`src/hw/polc_pkg.sv`:
```
// package of constants for the parallel optic link control block
// assumes a wishbone classic master with 32-bit data on one clock
//
// Functional notes
// lanes run only while allow is high and inhibit is low
// allow low or inhibit high turns every transmit lane off
// host drives allow and inhibit to proper levels for normal use
// health high when fine; laser fault drives it low, lasers off
// laser clear low holds laser circuitry in reset, lasers off
// health stays low for as long as laser clear is low
// host keeps laser clear low until supply reaches minimum voltage
// all-lanes detect high only when all twelve lanes see light
// first lane detect active high, last lane detect active low
// rx gate low forces every lane output to zero
// detect outputs work whatever the rx gate level
// twelve lanes independent, no shared clock or framing
// host sends only dc balanced data on each lane
// lane light condition is an abstract boolean input
package polc_pkg;
  localparam int LANES = 12;
  localparam int AW = 4;
  // register byte offsets
  localparam logic [AW-1:0] OFS_CTRL = 4'h0;
  localparam logic [AW-1:0] OFS_STAT = 4'h4;
  localparam logic [AW-1:0] OFS_IRQS = 4'h8;
  localparam logic [AW-1:0] OFS_IRQC = 4'hC;
  // control fields
  localparam int CTRL_ALLOW = 0;
  localparam int CTRL_INHIBIT = 1;
  localparam int CTRL_CLEARN = 2;
  localparam int CTRL_GATE = 3;
  localparam int IEN_LSB = 8;
  localparam logic [31:0] CTRL_RST = 32'h0000_0001;
  // status / irq fields
  localparam int ST_HEALTH = 0;
  localparam int ST_ALLOK = 1;
  localparam int ST_FIRST = 2;
  localparam int ST_LASTN = 3;
  localparam int ST_TXON = 4;
  localparam int EVW = 4;
  localparam int EV_FAULT = 0;
  localparam int EV_LOSS = 1;
  localparam int EV_GAIN = 2;
  localparam int EV_CLEAR = 3;
endpackage

```
`src/hw/polc_top.sv`:
```
// top of the parallel optic link control block with wishbone slave
// assumes pins are asynchronous; lane data already in this clock
//
// Decided for this implementation: the Wishbone interface to the registers and the placing of the registers.
`timescale 1ns/1ps
module polc_top
#(
  parameter int NL = polc_pkg::LANES
) (
  // clock and reset
  input wire logic clock,
  input wire logic nrst,
  // wishbone slave
  input wire logic wb_cyc_i,
  input wire logic wb_stb_i,
  input wire logic wb_we_i,
  input wire logic [polc_pkg::AW-1:0] wb_adr_i,
  input wire logic [3:0] wb_sel_i,
  input wire logic [31:0] wb_dat_i,
  output logic [31:0] wb_dat_o,
  output logic wb_ack_o,
  output logic wb_err_o,
  // transmit control pins
  input wire logic transmit_allow,
  input wire logic transmit_inhibit,
  input wire logic laser_clear_n,
  input wire logic laser_fault,
  input wire logic [NL-1:0] tx_lane_in,
  output logic [NL-1:0] tx_lane_out,
  output logic laser_health,
  // receive pins
  input wire logic rx_output_gate,
  input wire logic [NL-1:0] lane_light,
  input wire logic [NL-1:0] rx_lane_in,
  output logic [NL-1:0] rx_lane_out,
  output logic all_lanes_light_ok,
  output logic first_lane_light_ok,
  output logic last_lane_light_ok_n,
  // interrupt
  output logic irq
);
  import polc_pkg::*;

  // ****************************************
  // pin synchronisers
  // ****************************************
  logic allowS, inhibitS, clearS, faultS, gateS;
  logic [NL-1:0] lightS;
  polc_sync #(.RST_VAL(1'b1)) uAllow (.clock(clock), .nrst(nrst),
    .pinIn(transmit_allow), .syncOut(allowS));
  polc_sync #(.RST_VAL(1'b0)) uInh (.clock(clock), .nrst(nrst),
    .pinIn(transmit_inhibit), .syncOut(inhibitS));
  polc_sync #(.RST_VAL(1'b0)) uClr (.clock(clock), .nrst(nrst),
    .pinIn(laser_clear_n), .syncOut(clearS));
  polc_sync #(.RST_VAL(1'b0)) uFlt (.clock(clock), .nrst(nrst),
    .pinIn(laser_fault), .syncOut(faultS));
  polc_sync #(.RST_VAL(1'b0)) uGate (.clock(clock), .nrst(nrst),
    .pinIn(rx_output_gate), .syncOut(gateS));
  genvar gi;
  generate
    // each lane is independent, no shared framing
    for (gi = 0; gi < NL; gi++) begin : gLight
      polc_sync #(.RST_VAL(1'b0)) uL (.clock(clock), .nrst(nrst),
        .pinIn(lane_light[gi]), .syncOut(lightS[gi]));
    end
  endgenerate

  // ****************************************
  // register file
  // ****************************************
  logic [31:0] ctrl_q, ctrl_d;
  logic [EVW-1:0] irqSt_q, irqSt_d;
  logic [EVW-1:0] evt;
  wire sel = wb_cyc_i & wb_stb_i & ~wb_ack_o & ~wb_err_o;
  wire hitCtrl = wb_adr_i == OFS_CTRL;
  wire hitStat = wb_adr_i == OFS_STAT;
  wire hitIrqs = wb_adr_i == OFS_IRQS;
  wire hitIrqc = wb_adr_i == OFS_IRQC;
  wire mapped = hitCtrl | hitStat | hitIrqs | hitIrqc;
  wire wrCtrl = sel & wb_we_i & hitCtrl;
  wire wrClr = sel & wb_we_i & hitIrqc;
  wire [31:0] selMask = {{8{wb_sel_i[3]}}, {8{wb_sel_i[2]}},
    {8{wb_sel_i[1]}}, {8{wb_sel_i[0]}}};
  wire [EVW-1:0] clrBits = wrClr ? (wb_dat_i[EVW-1:0] & selMask[EVW-1:0])
    : '0;
  assign ctrl_d = wrCtrl ? ((ctrl_q & ~selMask) | (wb_dat_i & selMask))
    : ctrl_q;
  // set wins over clear
  assign irqSt_d = (irqSt_q & ~clrBits) | evt;

  // ****************************************
  // transmit control
  // ****************************************
  // software levels combine with pin levels
  wire allowAll = allowS & ctrl_q[CTRL_ALLOW];
  wire inhibitAny = inhibitS | ctrl_q[CTRL_INHIBIT];
  wire clearAll = clearS & ctrl_q[CTRL_CLEARN];
  wire laserOk = clearAll & ~faultS;
  wire txRun = allowAll & ~inhibitAny & laserOk;
  wire [NL-1:0] txNext = txRun ? tx_lane_in : '0;
  wire rxGate = gateS & ~ctrl_q[CTRL_GATE];

  // ****************************************
  // receive detect
  // ****************************************
  wire allOk = &lightS;
  wire firstOk = lightS[0];
  wire lastOkN = ~lightS[NL-1];
  logic allOkPrev_q, faultPrev_q, clearPrev_q;
  assign evt[EV_FAULT] = faultS & ~faultPrev_q;
  assign evt[EV_LOSS] = ~allOk & allOkPrev_q;
  assign evt[EV_GAIN] = allOk & ~allOkPrev_q;
  assign evt[EV_CLEAR] = ~clearAll & clearPrev_q;
  wire [EVW-1:0] irqEn = ctrl_q[IEN_LSB +: EVW];
  wire [31:0] statWord = {27'h0, txRun, lastOkN, firstOk, allOk, laserOk};
  wire [31:0] rdData = hitCtrl ? ctrl_q :
    hitStat ? statWord :
    hitIrqs ? {{(32-EVW){1'b0}}, irqSt_q} : 32'h0000_0000;

  generate
    for (gi = 0; gi < NL; gi++) begin : gRx
      polc_lane_gate uG (.clock(clock), .nrst(nrst), .gate(rxGate),
        .laneIn(rx_lane_in[gi]), .laneOut(rx_lane_out[gi]));
    end
  endgenerate

  // ****************************************
  // state
  // ****************************************
  always_ff @(posedge clock or negedge nrst) begin
    if (!nrst) begin
      ctrl_q <= CTRL_RST;
      irqSt_q <= '0;
      allOkPrev_q <= 1'b0;
      faultPrev_q <= 1'b0;
      clearPrev_q <= 1'b0;
    end else begin
      ctrl_q <= ctrl_d;
      irqSt_q <= irqSt_d;
      allOkPrev_q <= allOk;
      faultPrev_q <= faultS;
      clearPrev_q <= clearAll;
    end
  end

  always_ff @(posedge clock or negedge nrst) begin
    if (!nrst) begin
      wb_ack_o <= 1'b0;
      wb_err_o <= 1'b0;
      wb_dat_o <= 32'h0000_0000;
    end else begin
      wb_ack_o <= sel & mapped;
      wb_err_o <= sel & ~mapped;
      wb_dat_o <= (sel & ~wb_we_i) ? rdData : 32'h0000_0000;
    end
  end

  always_ff @(posedge clock or negedge nrst) begin
    if (!nrst) begin
      tx_lane_out <= '0;
      laser_health <= 1'b0;
      all_lanes_light_ok <= 1'b0;
      first_lane_light_ok <= 1'b0;
      last_lane_light_ok_n <= 1'b1;
      irq <= 1'b0;
    end else begin
      tx_lane_out <= txNext;
      laser_health <= laserOk;
      all_lanes_light_ok <= allOk;
      first_lane_light_ok <= firstOk;
      last_lane_light_ok_n <= lastOkN;
      irq <= |(irqSt_d & irqEn);
    end
  end
endmodule // polc_top

```
`src/hw/polc_sync.sv`:
```
// three-flop synchroniser with agreement of the last two stages
// assumes an asynchronous pin input
`timescale 1ns/1ps
module polc_sync #(
  parameter logic RST_VAL = 1'b0
) (
  // clock and reset
  input wire logic clock,
  input wire logic nrst,
  // pin and result
  input wire logic pinIn,
  output logic syncOut
);
  logic s1_q, s2_q, s3_q;
  always_ff @(posedge clock or negedge nrst) begin
    if (!nrst) begin
      s1_q <= RST_VAL;
      s2_q <= RST_VAL;
      s3_q <= RST_VAL;
      syncOut <= RST_VAL;
    end else begin
      s1_q <= pinIn;
      s2_q <= s1_q;
      s3_q <= s2_q;
      if (s2_q == s3_q) syncOut <= s3_q;
    end
  end
endmodule // polc_sync

```
`src/hw/polc_lane_gate.sv`:
```
// one receive lane gated by the output gate
// assumes lane data sampled in the same clock
`timescale 1ns/1ps
module polc_lane_gate (
  // clock and reset
  input wire logic clock,
  input wire logic nrst,
  // lane
  input wire logic gate,
  input wire logic laneIn,
  output logic laneOut
);
  always_ff @(posedge clock or negedge nrst) begin
    if (!nrst) laneOut <= 1'b0;
    else laneOut <= gate & laneIn;
  end
endmodule // polc_lane_gate

```
`config.mk`:
```
export PLATFORM = sky130hd
export DESIGN_NAME = polc_top
export DESIGN_NICKNAME = d
export VERILOG_FILES = /design/src/hw/polc_pkg.sv /design/src/hw/polc_top.sv /design/src/hw/polc_sync.sv /design/src/hw/polc_lane_gate.sv
export SDC_FILE = /design/constraint.sdc
export NUM_CORES = 1
export LEC_CHECK = 0
export ABC_AREA = 1
export BUFFER_PORTS_ARGS = -buffer_cell sky130_fd_sc_hd__buf_4
export CAP_MARGIN = 20
export CORE_MARGIN = 2
export CORE_UTILIZATION = 56
export CTS_CLUSTER_DIAMETER = 60
export DETAILED_ROUTE_END_ITERATION = 6
export PLACE_DENSITY = 0.84
export SYNTH_ARGS = -nofsm -noshare
export SYNTH_HDL_FRONTEND = slang
export SYNTH_SLANG_ARGS = --single-unit
```
`constraint.sdc`:
```
create_clock -name clock -period 3.35 [get_ports clock]
set_input_delay 0.1675 -clock clock [delete_from_list [all_inputs] [get_ports clock]]
set_output_delay 0.1675 -clock clock [all_outputs]
set_load 0.1 [all_outputs]
```
### Word-level counts from Yosys, hierarchy flattened

Cells that the tools add are included.

* output and inout bits: 63
* register bits after elaboration: 169

* reduce and logical (&&, ||, !) cells: 3
* multiplexer cells: 6
* equality and inequality tests: 20
* bitwise logic cells: 56

Operators by type and width (count)
* 32-bit bitwise AND: 2
* 32-bit two-way mux: 2
* 32-bit inverter: 1
* 32-bit OR: 1
* 1-bit bitwise AND: 31
* 1-bit == test: 17
* 4-bit bitwise AND: 3
* 12-bit two-way mux: 1
* 1-bit inverter: 12
* 12-bit AND reduction: 1
* 4-bit == test, second input constant: 2
* 4-bit two-way mux: 2
* 5-bit two-way mux: 1
* 4-bit by 3-bit == test with 1-bit output, second input constant: 1
* 4-bit zero test: 1
* 4-bit inverter: 1
* 1-bit OR: 4
* 4-bit OR: 1
* 4-bit OR reduction: 1

### Depth between registers and ports, before layout

* depth in word-level cells: 11
* mapped depth: 11
* mapped depth without buffers: 11

### Hierarchy

Synthesis repeated with hierarchy kept, for this count alone.

* cells, all modules: 550
* area total of the unflattened synthesis: 5789.3 µm²

By module, submodules not included
* polc_top: area each 3415.8 µm², times used 1, cells an instance 378, seq. area each 2229.6 µm²
* polc_sync at gLight[0].uL ...: area each 116.4 µm², times used 16, cells an instance 8, seq. area each 100.1 µm²
* polc_lane_gate: area each 32.5 µm², times used 12, cells an instance 3, seq. area each 25.0 µm²
* polc_sync at uAllow: area each 121.4 µm², times used 1, cells an instance 8, seq. area each 105.1 µm²

### Worst setup path before layout

Ideal clock, no wire load.

* path kind: flip-flop to flip-flop
* start point: register wb_err_o
* end point: register wb_dat_o[19]
* library setup time: 132 ps
* path buffers: 1
* slack: 1424 ps
* clock period less this slack: 1926 ps
* stages on the path, launching flop included: 7
* data required time: 3218 ps
* arrival: 1794 ps
* cell sequence: dfrtp_1 > nor2_1 > nand2_1 > nor2_1 > inv_2 > buf_1 > nor2_1

* cells in the longest elaborated chain, start to end: 4

RTL lines
* start, declared: RTL line polc_top.sv:22 `output logic wb_err_o,`
* start signal, assigned: RTL line polc_top.sv:153 `wb_err_o <= sel & ~mapped;`
* 1-bit inverter: RTL line polc_top.sv:74 `wire sel = wb_cyc_i & wb_stb_i & ~wb_ack_o & ~wb_err_o;`
* 1-bit bitwise AND: RTL line polc_top.sv:74
* 1-bit bitwise AND: RTL line polc_top.sv:154 `wb_dat_o <= (sel & ~wb_we_i) ? rdData : 32'h0000_0000;`
* 32-bit two-way mux: RTL line polc_top.sv:154
* end signal, assigned: RTL line polc_top.sv:154
* end, declared: RTL line polc_top.sv:20 `output logic [31:0] wb_dat_o,`

Every way passes these cells.
A chain may end at the register's enable or synchronous reset.

==> implementation parameters <==
Parameter                              Value

Status
  Status    finished clean

Routing
  Routed wire length    about 15 mm
  Average wire length per cell after detail routing    17.3 um
  Total DRC errors in the routed layout    0
  Remaining antenna violation count after routing    0
  Post-DR vias/cell    roughly 5.2
  Length of the first detailed-routing pass in iterations    6
  First DRT Iteration DRCs    ~300
  Total vias in the final route    4,579

Flow run
  # Max-Cap Violations    0

Floorplanning
  Vert. Die Dim    ~110 um
  Effective utilization at floorplan    0.581
  Num ports    149
  Cell row count    36
  Area of the die    11,100 um^2
  Die extent in x    about 110 um
  Floorplan Core Area    a little under 10,000 um^2

Clock network
  Number of buffers created by CTS    17
  CTS-repair resized insts    0
  Number of buffers on the longest clock path    2
  Clock tree from TritonCTS    built
  H-tree levels    4
  Worst-skew pair later-pin latency    between 0.5 and 0.6 ns
  Clock slew at the register clock pins of the worst setup and hold paths    0.06 ns
  Root buffer selected by CTS    sky130_fd_sc_hd__clkbuf_8
  Clock sink count    around 170

Global route
  Number of antenna violations at the first check in global routing    1
  Vias in the first global route    between 4,000 and 5,000
  Gr usage total    0.295
  Overflow left after global routing    0
  Global-route wire length before repair    between 20 and 25 mm
  Maximum number of pins on one net before global-route repair    100

STA
  Setup TNS Final    0 ns
  Part of the cycle the worst path needs    0.898
  Layout Skew    around 0.0090 ns
  Max Transition Viols Final    0
  Setup slack after layout    around 0.34 ns
  Max transition margin    0.386
  Final setup violation count    0
  Clock period minus final worst setup slack    3.01 ns
  RSZ-0062 raised after global routing    false
  Upper clock frequency limit    around 330 MHz
  Worst Tran Pin Value    0.918 ns
  Final Hold Viols    0

Worst setup path
  Arrival time worst endpoint    3.47 ns
  Cell count of the worst reg-to-reg path    6
  Largest stage delay, worst path    roughly 0.75 ns
  Critical-path cell list    dlygate4sd3_1, buf_4, nor2_2, nand2_1, nor2_4, inv_2, nor3_4, nand3_1, dlygate4sd3_1, nand2_1
  Type of the setup path with the least slack    in -> reg
  Kind of end point of the critical path    register
  Required time of the critical path    roughly 3.8 ns
  Max Fanout on Critical Path    23
  Slowest-stage cell, CP    sky130_fd_sc_hd__nor3_4
  Kind of launch point of the worst setup path    input port

Finish
  Area added between synthesis and finish    47.1%
  Fraction of layout cells with a size suffix above 1    0.255
  Count of nets after finishing    822
  Final Util    0.855
  Most frequent standard cell in the layout excluding fill and tap cells    sky130_fd_sc_hd__dfrtp_1
  Final Instance Area    around 8400 um^2
  Most frequent cells in the layout    163 x sky130_fd_sc_hd__dfrtp_1, 150 x sky130_fd_sc_hd__buf_4, 95 x sky130_fd_sc_hd__nand2_1, 95 x sky130_fd_sc_hd__dlygate4sd3_1, 63 x sky130_fd_sc_hd__nor2_1
  Count of placed standard cells in the final layout, fillers left out    ~880

Placed design
  Gpl congestion    0.838
  Setup slack at placement    roughly 0.66 ns
  Count of input and output buffers    approximately 150
  HPWL after detailed placement    8.04 mm
  Standard cell area after detailed placement    slightly below 7000 um^2
  Placed Instances    approximately 760

Power
  Maximum vdd drop    roughly 0.32 mV
  Power Dens Cells    547 nW/um^2
  Leakage power figure    4.31 nW

Synthesis
  Register bit count reported by yosys    roughly 170
  Synth Instances    a little under 500
  Top cells by area in the synthesized netlist    sky130_fd_sc_hd__dfrtp_1 71%, sky130_fd_sc_hd__nand2_1 6.2%, sky130_fd_sc_hd__nor2_1 4.1%, sky130_fd_sc_hd__inv_1 3.8%, sky130_fd_sc_hd__maj3_1 3.0%
  Cell accounting for the most synthesized area    sky130_fd_sc_hd__dfrtp_1
  Area share of the largest cell type after synthesis    0.712
  Distinct cells, synth    22
  Avg Cell Area, Syn    11.6 um^2
  Cell area after synthesis    roughly 5700 um^2
  Sequential fraction of the synthesis area    0.739
  Synthesized netlist net count    about 580
  Syn. warnings    0

Worst hold path
  Hold depth    5
  Type of the worst min-delay path    in -> reg
==> synthesized netlist by cell type <==
cell type and instances:
sky130_fd_sc_hd__dfrtp_1 163, sky130_fd_sc_hd__inv_2 2, sky130_fd_sc_hd__a21oi_1 15, sky130_fd_sc_hd__dfstp_2 6, sky130_fd_sc_hd__buf_1 3, sky130_fd_sc_hd__a2bb2oi_1 1, sky130_fd_sc_hd__clkbuf_1 5, sky130_fd_sc_hd__nor3_4 1
sky130_fd_sc_hd__buf_4 12, sky130_fd_sc_hd__nand3_1 22, sky130_fd_sc_hd__inv_1 58, sky130_fd_sc_hd__o21ai_0 7, sky130_fd_sc_hd__nor2_1 63, sky130_fd_sc_hd__nor2_4 1, sky130_fd_sc_hd__maj3_1 17, sky130_fd_sc_hd__nand4_1 1
sky130_fd_sc_hd__buf_2 4, sky130_fd_sc_hd__nand2_2 2, sky130_fd_sc_hd__nand2_1 95, sky130_fd_sc_hd__nor3_1 14, sky130_fd_sc_hd__o211ai_1 2, sky130_fd_sc_hd__nor2_2 1
==> logic make-up (layout without fill, tap and decap cells) <==
| family | count (synthesis) | after routing | synth area share |
|---|---|---|---|
| compound gates | 25 | 25 | 0.0234 |
| fa+ha+maj | 17 | 17 | 0.0297 |
| buf+inv | 84 | 338 | 0.0637 |
| flops | 169 | 169 | 0.739 |
| other cells | 0 | 1 | 0 |
| simple gates | 200 | 200 | 0.144 |
==> final timing paths <==
path,startpoint,end,slack [ns]
max in group asynchronous,nrst,uAllow.s1_q,2.15
worst min register to register,gLight[6].uL.s1_q,gLight[6].uL.s2_q,0.34
worst max-delay path,wb_adr_i[0],register,0.34
worst max register to register,wb_ack_o,register,0.83
worst min-delay path,wb_sel_i[0],register,0.07
min in group asynchronous,nrst,gLight[5].uL.s2_q,0.30
==> power by group <==
group	switching (W)	internal, W
Combinational	0.000286	0.000186
Clock	0.000760	0.00117
Sequential	0.0000571	0.00215
Total	0.00110	0.00351
==> routing by layer <==
layer,track usage,share of wire,vias to the layer above
met5,0,0,-
li1,-,-,1996
met1,0.338,0.36,2255
met2,0.506,0.52,269
met3,0.0705,0.066,59
met4,0.166,0.047,0
==> area by class of cell <==
class	count	area, um^2
sequential	169	4240
timing repair buffer	246	2090
fill	423	1430
multi-input combinational	242	1130
clock buffer	24	460
inverter	60	225
tap	133	166
clock inverter	8	123
antenna	1	2.50
==> timing repair <==
action                    CTS  global route
hold endpoints to repair  181             0
hold buffers               95             0
setup buffers               0             0
==> through the flow <==
| step | power, W | hold slack, ns |
|---|---|---|
| 2_1_floorplan | 0.00245 | -0.128 |
| 3_3_place_gp | 0.00260 | 0.277 |
| 3_5_place_dp | 0.00262 | 0.278 |
| 4_1_cts | 0.00460 | 0.0459 |
| 5_1_grt | 0.00477 | 0.0772 |
| 6_report | 0.00461 | 0.0729 |
==> critical path: cells and delay by family <==
family | cells | cell delay [ns]
buffers and inverters | 4 | 1.61
AND/OR/NAND/NOR | 6 | 1.67
(Power assumes the default switching activity.)
